File: src/ceag_pkg.sv
// Package: addressing modes, opcode fields and prefixes for the address unit
package ceag_pkg;
   localparam logic [7:0] PFX_ALT = 8'h90;
   localparam logic [7:0] PFX_IND = 8'h92;
   localparam logic [7:0] PFX_AIND = 8'h91;
   localparam logic [7:0] OPC_HALT = 8'h8E;
   localparam logic [7:0] OPC_WFI = 8'h8F;
   localparam logic [15:0] PAGE0_TOP = 16'h00FF;
   localparam logic [7:0] ZERO8 = 8'h00;
   localparam logic [3:0] ROW_DIRECT_RMW = 4'h3;
   localparam logic [3:0] ROW_IDX1_RMW = 4'h6;
   localparam logic [3:0] ROW_IDX0_RMW = 4'h7;
   localparam logic [3:0] ROW_IMM = 4'hA;
   localparam logic [3:0] ROW_SHORT = 4'hB;
   localparam logic [3:0] ROW_LONG = 4'hC;
   localparam logic [3:0] ROW_LIDX = 4'hD;
   localparam logic [3:0] ROW_SIDX = 4'hE;
   localparam logic [3:0] ROW_NIDX = 4'hF;
   localparam logic [3:0] ROW_REL = 4'h2;
   localparam logic [3:0] ROW_BIT = 4'h1;
   localparam logic [3:0] ROW_BTJ = 4'h0;

   typedef enum logic [3:0] {
      CEAG_INHERENT, CEAG_IMMEDIATE, CEAG_DIRECT, CEAG_INDEXED,
      CEAG_INDIRECT, CEAG_IND_INDEXED, CEAG_RELATIVE, CEAG_BIT,
      CEAG_BIT_REL
   } ceag_mode_t;

   typedef enum logic [3:0] {
      S_OPC, S_OPA, S_OPB, S_PTRH, S_PTRL, S_DISP, S_DONE
   } ceag_state_t;

   typedef struct packed {
      logic valid;
      logic [7:0] data;
   } ceag_byte_t;

   typedef struct packed {
      logic req;
      logic [15:0] addr;
   } ceag_fetch_t;

   typedef struct packed {
      logic valid;
      ceag_mode_t mode;
      logic long_form;
      logic rmw;
      logic [15:0] ea;
      logic [2:0] len;
      logic [7:0] opcode;
   } ceag_result_t;
endpackage

File: src/ceag_addr_gen.sv
// Effective address generator: mode decode, operand count, address forming
`timescale 1ns/10ps
module ceag_addr_gen
   import ceag_pkg::*;
(
   input wire logic mclk,
   input wire logic srst,
   input wire logic start,
   input wire logic [15:0] pc,
   input wire logic [7:0] idx_x,
   input wire logic [7:0] idx_y,
   input wire logic irq,
   input wire ceag_pkg::ceag_byte_t rd,
   output ceag_pkg::ceag_fetch_t fetch,
   output ceag_pkg::ceag_result_t result,
   output logic busy,
   output logic dev_reset,
   output logic wait_state
);
   import ceag_pkg::*;

   typedef struct packed {
      ceag_state_t st;
      logic [15:0] fa;
      logic freq;
      logic alt;
      logic ind;
      logic [7:0] opc;
      ceag_mode_t mode;
      logic lng;
      logic rmw;
      logic [1:0] need;
      logic [15:0] opnd;
      logic [15:0] ptr;
      logic [2:0] len;
      logic [15:0] ea;
      logic done;
      logic rst_req;
      logic wt;
   } ceag_reg_t;

   ceag_reg_t q, d;
   logic [3:0] row;
   logic [7:0] xsel;
   logic [15:0] nxt_pc;
   logic [15:0] rel_tgt;

   assign row = rd.data[7:4];
   assign xsel = q.alt ? idx_y : idx_x;
   // Next instruction address: pc of first byte (prefix if any) plus total length
   assign nxt_pc = pc + {13'h0000, q.len};
   // Sign extension of the displacement byte
   assign rel_tgt = nxt_pc + {{8{q.opnd[7]}}, q.opnd[7:0]};

   always_comb begin
      d = q;
      d.done = 1'b0;
      d.freq = 1'b0;
      case (q.st)
         S_OPC: begin
            if (start && !q.freq && !q.wt) begin
               d.fa = pc;
               d.freq = 1'b1;
               d.alt = 1'b0;
               d.ind = 1'b0;
               d.len = 3'h1;
               d.opnd = 16'h0000;
            end else if (rd.valid && !q.wt) begin
               d.fa = q.fa + 16'h0001;
               if (rd.data == PFX_ALT) begin
                  d.alt = 1'b1;
                  d.freq = 1'b1;
                  d.len = q.len + 3'h1;
               end else if (rd.data == PFX_IND) begin
                  d.ind = 1'b1;
                  d.freq = 1'b1;
                  d.len = q.len + 3'h1;
               end else if (rd.data == PFX_AIND) begin
                  d.alt = 1'b1;
                  d.ind = 1'b1;
                  d.freq = 1'b1;
                  d.len = q.len + 3'h1;
               end else begin
                  d.opc = rd.data;
                  d.lng = 1'b0;
                  d.rmw = 1'b0;
                  d.need = 2'h0;
                  case (row)
                     ROW_IMM: begin
                        d.mode = CEAG_IMMEDIATE;
                        d.need = 2'h1;
                     end
                     ROW_SHORT, ROW_DIRECT_RMW: begin
                        d.mode = q.ind ? CEAG_INDIRECT : CEAG_DIRECT;
                        // Short pointer form never reaches past page zero
                        d.lng = 1'b0;
                        d.rmw = (row == ROW_DIRECT_RMW);
                        d.need = 2'h1;
                     end
                     ROW_LONG: begin
                        d.mode = q.ind ? CEAG_INDIRECT : CEAG_DIRECT;
                        d.lng = 1'b1;
                        d.need = q.ind ? 2'h1 : 2'h2;
                     end
                     ROW_SIDX, ROW_IDX1_RMW: begin
                        d.mode = q.ind ? CEAG_IND_INDEXED : CEAG_INDEXED;
                        d.rmw = (row == ROW_IDX1_RMW);
                        d.need = 2'h1;
                     end
                     ROW_LIDX: begin
                        d.mode = q.ind ? CEAG_IND_INDEXED : CEAG_INDEXED;
                        d.lng = 1'b1;
                        d.need = q.ind ? 2'h1 : 2'h2;
                     end
                     ROW_NIDX, ROW_IDX0_RMW: begin
                        d.mode = CEAG_INDEXED;
                        d.rmw = (row == ROW_IDX0_RMW);
                        d.need = 2'h0;
                     end
                     ROW_REL: begin
                        d.mode = CEAG_RELATIVE;
                        d.need = 2'h1;
                     end
                     ROW_BIT: begin
                        d.mode = CEAG_BIT;
                        d.rmw = 1'b1;
                        d.need = 2'h1;
                     end
                     ROW_BTJ: begin
                        d.mode = CEAG_BIT_REL;
                        d.rmw = 1'b1;
                        d.need = 2'h2;
                     end
                     default: begin
                        d.mode = CEAG_INHERENT;
                        d.need = 2'h0;
                     end
                  endcase
                  if (rd.data == OPC_HALT) begin
                     d.rst_req = 1'b1;
                  end
                  if (rd.data == OPC_WFI) begin
                     d.wt = 1'b1;
                  end
                  if (d.need != 2'h0) begin
                     d.st = S_OPA;
                     d.freq = 1'b1;
                  end else begin
                     d.st = S_DONE;
                  end
               end
            end
            if (q.wt && irq) begin
               d.wt = 1'b0;
            end
         end
         S_OPA: begin
            if (rd.valid) begin
               d.len = q.len + 3'h1;
               d.fa = q.fa + 16'h0001;
               d.opnd = {8'h00, rd.data};
               if (q.need == 2'h2) begin
                  d.st = S_OPB;
                  d.freq = 1'b1;
               end else if (q.ind) begin
                  // Pointer always sits in page zero
                  d.fa = {ZERO8, rd.data};
                  d.st = S_PTRH;
                  d.freq = 1'b1;
               end else begin
                  d.st = S_DONE;
               end
            end
         end
         S_OPB: begin
            if (rd.valid) begin
               d.len = q.len + 3'h1;
               if (q.mode == CEAG_BIT_REL) begin
                  // Address then displacement: keep only address byte
                  d.opnd = {8'h00, q.opnd[7:0]};
                  d.ptr = {8'h00, rd.data};
               end else begin
                  d.opnd = {q.opnd[7:0], rd.data};
               end
               d.st = S_DONE;
            end
         end
         S_PTRH: begin
            if (rd.valid) begin
               d.ptr = {8'h00, rd.data};
               if (q.lng) begin
                  d.fa = q.fa + 16'h0001;
                  d.st = S_PTRL;
                  d.freq = 1'b1;
               end else begin
                  d.st = S_DONE;
               end
            end
         end
         S_PTRL: begin
            if (rd.valid) begin
               // Most significant byte came first
               d.ptr = {q.ptr[7:0], rd.data};
               d.st = S_DONE;
            end
         end
         S_DONE: begin
            d.done = 1'b1;
            d.st = S_OPC;
            case (q.mode)
               CEAG_DIRECT: begin
                  d.ea = q.lng ? q.opnd : {ZERO8, q.opnd[7:0]};
               end
               CEAG_INDIRECT: begin
                  d.ea = q.lng ? q.ptr : {ZERO8, q.ptr[7:0]};
               end
               CEAG_INDEXED: begin
                  // Short sum kept at 16 bits so it can pass FF
                  d.ea = q.opnd + {8'h00, xsel};
               end
               CEAG_IND_INDEXED: begin
                  d.ea = q.ptr + {8'h00, xsel};
               end
               CEAG_RELATIVE: begin
                  if (q.ind) begin
                     // Displacement fetched through the pointer
                     d.ea = nxt_pc + {{8{q.ptr[7]}}, q.ptr[7:0]};
                  end else begin
                     d.ea = rel_tgt;
                  end
               end
               CEAG_BIT, CEAG_BIT_REL: begin
                  d.ea = q.ind ? {ZERO8, q.ptr[7:0]} : {ZERO8, q.opnd[7:0]};
               end
               default: begin
                  d.ea = q.opnd;
               end
            endcase
         end
         default: begin
            d.st = S_OPC;
         end
      endcase
   end

   always_ff @(posedge mclk) begin
      if (srst) begin
         q <= '0;
      end else begin
         q <= d;
      end
   end

   always_ff @(posedge mclk) begin
      if (srst) begin
         fetch <= '0;
         result <= '0;
         busy <= 1'b0;
         dev_reset <= 1'b0;
         wait_state <= 1'b0;
      end else begin
         fetch.req <= d.freq;
         fetch.addr <= d.fa;
         result.valid <= d.done;
         result.mode <= d.mode;
         result.long_form <= d.lng;
         result.rmw <= d.rmw;
         result.ea <= d.ea;
         result.len <= d.len;
         result.opcode <= d.opc;
         busy <= (d.st != S_OPC);
         dev_reset <= d.rst_req;
         wait_state <= d.wt;
      end
   end
endmodule

File: config.mk
export PLATFORM = sky130hd
export DESIGN_NAME = ceag_addr_gen
export DESIGN_NICKNAME = d
export VERILOG_FILES = /design/src/ceag_pkg.sv /design/src/ceag_addr_gen.sv
export SDC_FILE = /design/constraint.sdc
export NUM_CORES = 1
export LEC_CHECK = 0
export BUFFER_PORTS_ARGS = -buffer_cell sky130_fd_sc_hd__buf_4
export CORE_UTILIZATION = 45
export CTS_CLUSTER_DIAMETER = 80
export DETAILED_ROUTE_END_ITERATION = 8
export GPL_TIMING_DRIVEN = 0
export PLACE_DENSITY_LB_ADDON = 0.3
export SYNTH_ARGS = -nofsm -noshare
export SYNTH_HDL_FRONTEND = slang
export SYNTH_SLANG_ARGS = --single-unit
File: constraint.sdc
create_clock -name mclk -period 4.2 [get_ports mclk]
set_input_delay 0 -clock mclk [delete_from_list [all_inputs] [get_ports mclk]]
set_output_delay 0 -clock mclk [all_outputs]
set_load 0.03 [all_outputs]
==> results of run 1 <==
-- placed cells by master (no fill, tap or decap), types with 9 or more instances in the layout --
master	Yosys	layout
nor2_1	75	75
nor3_1	29	29
buf_2	14	15
a21o_1	13	13
mux2_2	14	14
clkbuf_16	0	9
clkbuf_1	29	29
xnor2_1	28	28
nand2_1	155	155
a22oi_1	10	10
inv_1	16	16
a31oi_1	9	9
xor2_1	16	16
a211oi_1	10	10
buf_4	53	146
a221oi_1	14	14
nand3_1	49	49
nand2b_1	10	10
a21oi_1	100	100
o21ai_0	36	36
dlygate4sd3_1	0	17
dfxtp_1	94	94
ha_1	28	28
-- Yosys cell counts (7+ instances only) --
master / instances / area (um2)
a211oi_1: 10 / 75.07
a21o_1: 13 / 97.59
a21oi_1: 100 / 500.5
a221o_1: 7 / 70.07
a221oi_1: 14 / 122.6
a22oi_1: 10 / 75.07
a311oi_1: 7 / 61.31
a31oi_1: 9 / 56.30
buf_2: 14 / 70.07
buf_4: 53 / 397.9
clkbuf_1: 29 / 108.9
dfxtp_1: 94 / 1882
ha_1: 28 / 350.3
inv_1: 16 / 60.06
mux2_2: 14 / 157.7
mux2i_1: 7 / 70.07
nand2_1: 155 / 581.8
nand2b_1: 10 / 62.56
nand3_1: 49 / 245.2
nor2_1: 75 / 281.5
nor2b_1: 8 / 50.05
nor3_1: 29 / 145.1
o21ai_0: 36 / 180.2
o21ai_1: 8 / 40.04
xnor2_1: 28 / 245.2
xor2_1: 16 / 140.1
-- state kept, by name (all words and copies together), names as in the netlist --
signal,count
result,34
dev_reset,1
q,40
fetch,17
wait_state,1
busy,1
-- how the worst min path moves through the flow --
| stage | startpoint | end | slack [ns] | cells after the start |
|---|---|---|---|---|
| floorplan | srst | result[33] | 0.10 | 1 |
| global placement | srst | result[33] | 0.27 | 2 |
| detailed placement | srst | result[33] | 0.27 | 2 |
| CTS | pc[6] | fetch[6] | 0.03 | 3 |
| global route | pc[6] | fetch[6] | 0.05 | 3 |
| finish | pc[6] | fetch[6] | 0.04 | 3 |
-- layout make-up --
class,count,area [um2],area share [%]
Multi-Input combinational cell,747,4666,53.83
Sequential cell,94,1882,21.71
Timing Repair Buffer,111,873.3,10.08
Buffer,102,636.9,7.348
Tap cell,216,270.3,3.118
Clock buffer,9,225.2,2.599
Inverter,16,60.06,0.6929
Clock inverter,7,53.80,0.6208
-- metal layers --
metal,up-vias,track usage (%),routed length (um)
met3,55,5.530,1963
met1,3452,36.01,9556
met5,-,0,0
met2,342,43.94,10290
met4,0,14.95,939
li1,3650,-,-
-- worst max-delay path: cells and delay by family (launching register included) --
family	cells	cell delay [ns]
and+or+nand+nor	4	0.61
DFF	1	0.41
adders and majority gates	3	0.93
xor gates and xnor gates	2	0.46
buffers and inverters	1	0.05
AOI/OAI and AO/OA	7	1.35
-- power by group through the flow --
stage / Clock, uW / Sequential (uW) / Combinational (uW)
final: 794 / 922 / 390
after CTS: 812 / 921 / 386
after global routing: 844 / 924 / 424
after detailed placement: 0 / 942 / 372
after floorplan: 0 / 938 / 244
after global placement: 0 / 942 / 369
-- cells by family after synthesis --
kind of cell             after synthesis  synth area share, %
AND/OR/NAND/NOR                      385                25.80
flip-flops                            94                25.98
AO/OA/AOI/OAI                        264                24.21
XOR/XNOR                              44                5.320
buffers and inverters                118                9.620
other                                  1              0.05176
adder cells (fa/ha/maj)               31                5.665
multiplexers                          22                3.351
-- per-stage QoR --
step / hold WS, ns / setup slack [ns] / instance area [um2] / utilization, %
CTS: 0.02995 / 0.2826 / 8662 / 54.73
finish: 0.04247 / 0.2806 / 8667 / 54.76
global route: 0.04514 / 0.05957 / 8667 / 54.76
detailed placement: 0.2666 / 0.2948 / 8213 / 51.89
floorplan: 0.1007 / 0.8685 / 7244 / -
global placement: 0.2687 / 0.3606 / 8213 / 51.89
==> results_dict.tcl, run 1 <==
set metrics [dict create \
    outcome "finished, final reports clean" \
    r2r-start "result[8]" \
    vias 7499 \
    crit_start "result[8]" \
    clkLatencyLatePin_ns 0.36 \
    diodes 0 \
    gp_congestion 0.9526 \
    port-buffer-count 93 \
    drc 0 \
    setup_violations 0 \
    start_kind "register" \
    hold_buffers 17 \
    maxSlewViolCount 0 \
    p_sw_uw 636.2 \
    cp_slowest_stage_delay_ns 0.41 \
    synth.avg_cell_area_um2 7.554 \
    fillers 1535 \
    wl_per_cell_um 17.47 \
    synthesis.nets 1035 \
    coreArea_um2 15830 \
    pwr-share-comb_pct 18.5 \
    finalCritPeriodShare_pct 93.32 \
    total_power_uw 2106 \
    crit_end "result[26]" \
    fin_skew_ns 0.008404 \
    clk_pin_slew_ns 0.07 \
    p_int_uw 1470 \
    clock.fmax_ghz 0.2551 \
    grt_pass1_vias 6748 \
    pwr_density_cell_nw_per_um2 243.0 \
    tightest_slew_ns 0.9446 \
    synthArstFlopShare_pct 0 \
    end_kind "register" \
    drt_wl_total_um 22750 \
    cts-resized-gates 0 \
    syn_inst 959 \
    grt_pass1_wl_um 35510 \
    avgViaCountPerCell 5.760 \
    finalSetupTns_ns 0 \
    io_pins 99 \
    fin_nets 1157 \
    cts_tree "done" \
    worstPathCellList "ha_1, inv_1, fa_1, nor2b_1, o2111ai_1, nor2_1, nand4_1, xnor2_1, ha_1, a21o_1, a21o_1, a21oi_1, nand2_1, o21ai_0, xnor2_1, a211oi_1, o21ai_1" \
    synth_area_um2 7244 \
    ys_seq_area_share_pct 25.98 \
    drive_gt1_share_pct 20.44 \
    post_cts_buffers 0 \
    die-area_um2 16610 \
    yosys.cell_types.count 80 \
    peakVddDrop_mv 0.2114 \
    ys_warn_count 0 \
    p_sw_share_pct 30.21 \
    maxCapViolCount 0 \
    ys_ff_latch 94 \
    cts_buffers 9 \
    cts_htree_levels 3 \
    critPathRequiredTime_ns 4.44 \
    instances_no_fill 1302 \
    layout_min_cycle_time_ns 3.919 \
    cp_slowest_cell "dfxtp_1" \
    ff2ff_setup_slack_ns 0.28 \
    overflow 0 \
    p_clk_share_pct 37.7 \
    syn_to_final_growth_pct 19.64 \
    std_cell_rows 46 \
    clockBufferDepth 2 \
    dp.cells 1268 \
    die_w_um 128.9 \
    grt_usage_pct 27.92 \
    drtPass1Iterations 6 \
    dp_hpwl_um 17290 \
    path_class "reg -> reg" \
    max_slew_margin_pct 36.86 \
    ys.flop_type "dfxtp_1" \
    hold_violations 0 \
    grt_antenna_before_repair 1 \
    cp.arrival_ns 4.16 \
    fp.dieH_um 128.9 \
    drt_iter0_drc 652 \
    r2r_cells 17 \
    crit_fanout 5 \
    regToRegEndpoint "result[26]" \
    rsz0062_at_grt "no" \
    p_leak_uw 0.003472 \
    ant_nets 0 \
    synth_edf_count 0 \
    start_util_pct 45.77 \
    hp-class "in -> reg" \
    seq_power_share_pct 43.8 \
    cts_root_buffer "clkbuf_16" \
    cts_num_sinks 94 \
    grt_max_degree 18 \
]
No activity file was read; power rests on OpenSTA's default activity.
==> run 2, diff against run 1 <==
--- a/config.mk
+++ b/config.mk
@@ -11,6 +11,7 @@
 export DETAILED_ROUTE_END_ITERATION = 8
 export GPL_TIMING_DRIVEN = 0
 export PLACE_DENSITY_LB_ADDON = 0.3
+export RECOVER_POWER = 25
 export SYNTH_ARGS = -nofsm -noshare
 export SYNTH_HDL_FRONTEND = slang
 export SYNTH_SLANG_ARGS = --single-unit
==> run 2 against run 1 <==
Total power barely moved. Maximum frequency fell by 0.46%. Via count rose by 0.49%. Clock power rose by 0.5%. Non-clock buffer count did not move. Combinational power fell by 1%.
==> results_dict.tcl, run 2 (synthesized netlist as in run 1, its figures left out) <==
set metrics [dict create \
    coreArea_um2 15830 \
    largest_reg_flops 40 \
    critPathRequiredTime_ns 4.45 \
    overflow 0 \
    ff2ff_setup_slack_ns 0.26 \
    hold_violations 0 \
    dp_hpwl_um 17290 \
    drtPass1Iterations 5 \
    p_int_uw 1465 \
    diodes 0 \
    layout_min_cycle_time_ns 3.937 \
    seq_power_share_pct 43.8 \
    worstPathCellList "ha_1, inv_1, fa_1, nor2b_1, o2111ai_1, nor2_1, nand4_1, xnor2_1, ha_1, a21o_1, a21o_1, a21oi_1, nand2_1, o21ai_0, xnor2_1, a211oi_1, o21ai_1" \
    grt_pass1_vias 6748 \
    drt_wl_total_um 22880 \
    fp.dieH_um 128.9 \
    grt_usage_pct 27.92 \
    drc 0 \
    p_sw_uw 640.6 \
    cp.arrival_ns 4.18 \
    top_regs "q (40), result (34), fetch (17)" \
    cp_slowest_cell "dfxtp_1" \
    start_util_pct 45.77 \
    final_cell_mix "nand2_1, buf_4, a21oi_1" \
    dp.cells 1268 \
    cts_root_buffer "clkbuf_16" \
    drt_iter0_drc 675 \
    peakVddDrop_mv 0.2114 \
    cts_num_sinks 94 \
    grt_antenna_before_repair 1 \
    path_class "reg -> reg" \
    maxSlewViolCount 0 \
    fillers 1586 \
    pwr-share-comb_pct 18.3 \
    crit_family "compound AO/OA/AOI/OAI gates" \
    start_kind "register" \
    clkLatencyLatePin_ns 0.36 \
    post_cts_buffers 0 \
    max_slew_margin_pct 36.32 \
    avgViaCountPerCell 5.788 \
    fin_nets 1157 \
    ant_nets 0 \
    syn_to_final_growth_pct 17.77 \
    regMostFlops "q" \
    maxCapViolCount 0 \
    cts_htree_levels 3 \
    cp_slowest_stage_delay_ns 0.41 \
    clk_pin_slew_ns 0.07 \
    cts-resized-gates 0 \
    outcome "finished, final reports clean" \
    crit_buf_inv 1 \
    p_leak_uw 0.003319 \
    drive_gt1_share_pct 17.13 \
    gp_congestion 0.9526 \
    hp-class "in -> reg" \
    finalCritPeriodShare_pct 93.75 \
    std_cell_rows 46 \
    wl_per_cell_um 17.58 \
    p_clk_share_pct 37.9 \
    io_pins 99 \
    grt_max_degree 18 \
    final_cell_area_um2 8532 \
    setup_violations 0 \
    p_sw_share_pct 30.42 \
    rsz0062_at_grt "no" \
    pwr_density_cell_nw_per_um2 246.8 \
    vias 7536 \
    placed_cell_area_um2 8213 \
    tightest_slew_ns 0.9527 \
    end_kind "register" \
    utilization_pct 53.91 \
    cts_tree "done" \
    crit_fanout 5 \
    cts_buffers 9 \
    die_w_um 128.9 \
    port-buffer-count 93 \
    grt_pass1_wl_um 35510 \
    clockBufferDepth 2 \
    die-area_um2 16610 \
    layout_commonest_cell "nand2_1" \
    instances_no_fill 1302 \
    fin_skew_ns 0.008993 \
    clock.fmax_ghz 0.2540 \
    finalSetupTns_ns 0 \
]
-- run 2: cell count changes in the layout (fill, tap and decap cells not counted), sizes merged --
cell,previous run,this run
buf,167,131
clkbuf,38,74
-- run 2: layout make-up --
cell class              instances  area, um2  share of cell area (%)
multi-input cells             747       4666                   54.69
flip-flops and latches         94       1882                   22.06
repair buffers                111      738.2                   8.652
plain buffers                 102      636.9                   7.464
well taps                     216      270.3                   3.168
clock buffers                   9      225.2                   2.640
inverters                      16      60.06                  0.7039
clock inverters                 7      53.80                  0.6306
-- run 2: worst paths after layout --
path / startpoint / end / cells past startpoint
worst max-delay path: result[8] / result[26] / 17
worst max register to register: result[8] / result[26] / 17
worst min register to register: result[26] / result[26] / 2
worst min-delay path: pc[6] / fetch[6] / 3
-- run 2: worst register-to-register path: stages, from the launching register on --
cell and delay, ns:
dfxtp_1 0.41, ha_1 0.19, inv_1 0.05, fa_1 0.40
nor2b_1 0.16, o2111ai_1 0.17, nor2_1 0.24, nand4_1 0.15
xnor2_1 0.28, ha_1 0.35, a21o_1 0.23, a21o_1 0.17
a21oi_1 0.18, nand2_1 0.07, o21ai_0 0.22, xnor2_1 0.19
a211oi_1 0.29, o21ai_1 0.09
-- run 2: power by group through the flow --
stage               clock network (uW)  registers, uW  logic, uW
floorplan                            0            938        244
global placement                     0            942        369
detailed placement                   0            942        372
CTS                                812            921        386
global route                       844            924        419
finish                             798            922        385
-- run 2: metrics by stage --
| step | setup slack [ns] | power, uW | hold WS (ns) |
|---|---|---|---|
| after floorplan | 0.8685 | 1182 | 0.1007 |
| after global placement | 0.3606 | 1311 | 0.2687 |
| after detailed placement | 0.2948 | 1314 | 0.2666 |
| after CTS | 0.2826 | 2120 | 0.02995 |
| after global routing | 0.05957 | 2186 | 0.04514 |
| final | 0.2626 | 2105 | 0.04145 |
-- run 2: repair_timing --
| action | CTS | global route |
|---|---|---|
| hold buffers | 17 | 0 |
| endpoints found under the hold margin | 24 | 0 |
| setup endpoints to repair | 0 | 0 |
-- run 2: per-layer routing --
| layer | global-route usage (%) | wire, um | up-vias |
|---|---|---|---|
| li1 | - | - | 3648 |
| met1 | 36.01 | 9828 | 3482 |
| met2 | 43.94 | 10220 | 342 |
| met3 | 5.530 | 1824 | 64 |
| met4 | 14.95 | 1012 | 0 |
| met5 | 0 | 0 | - |
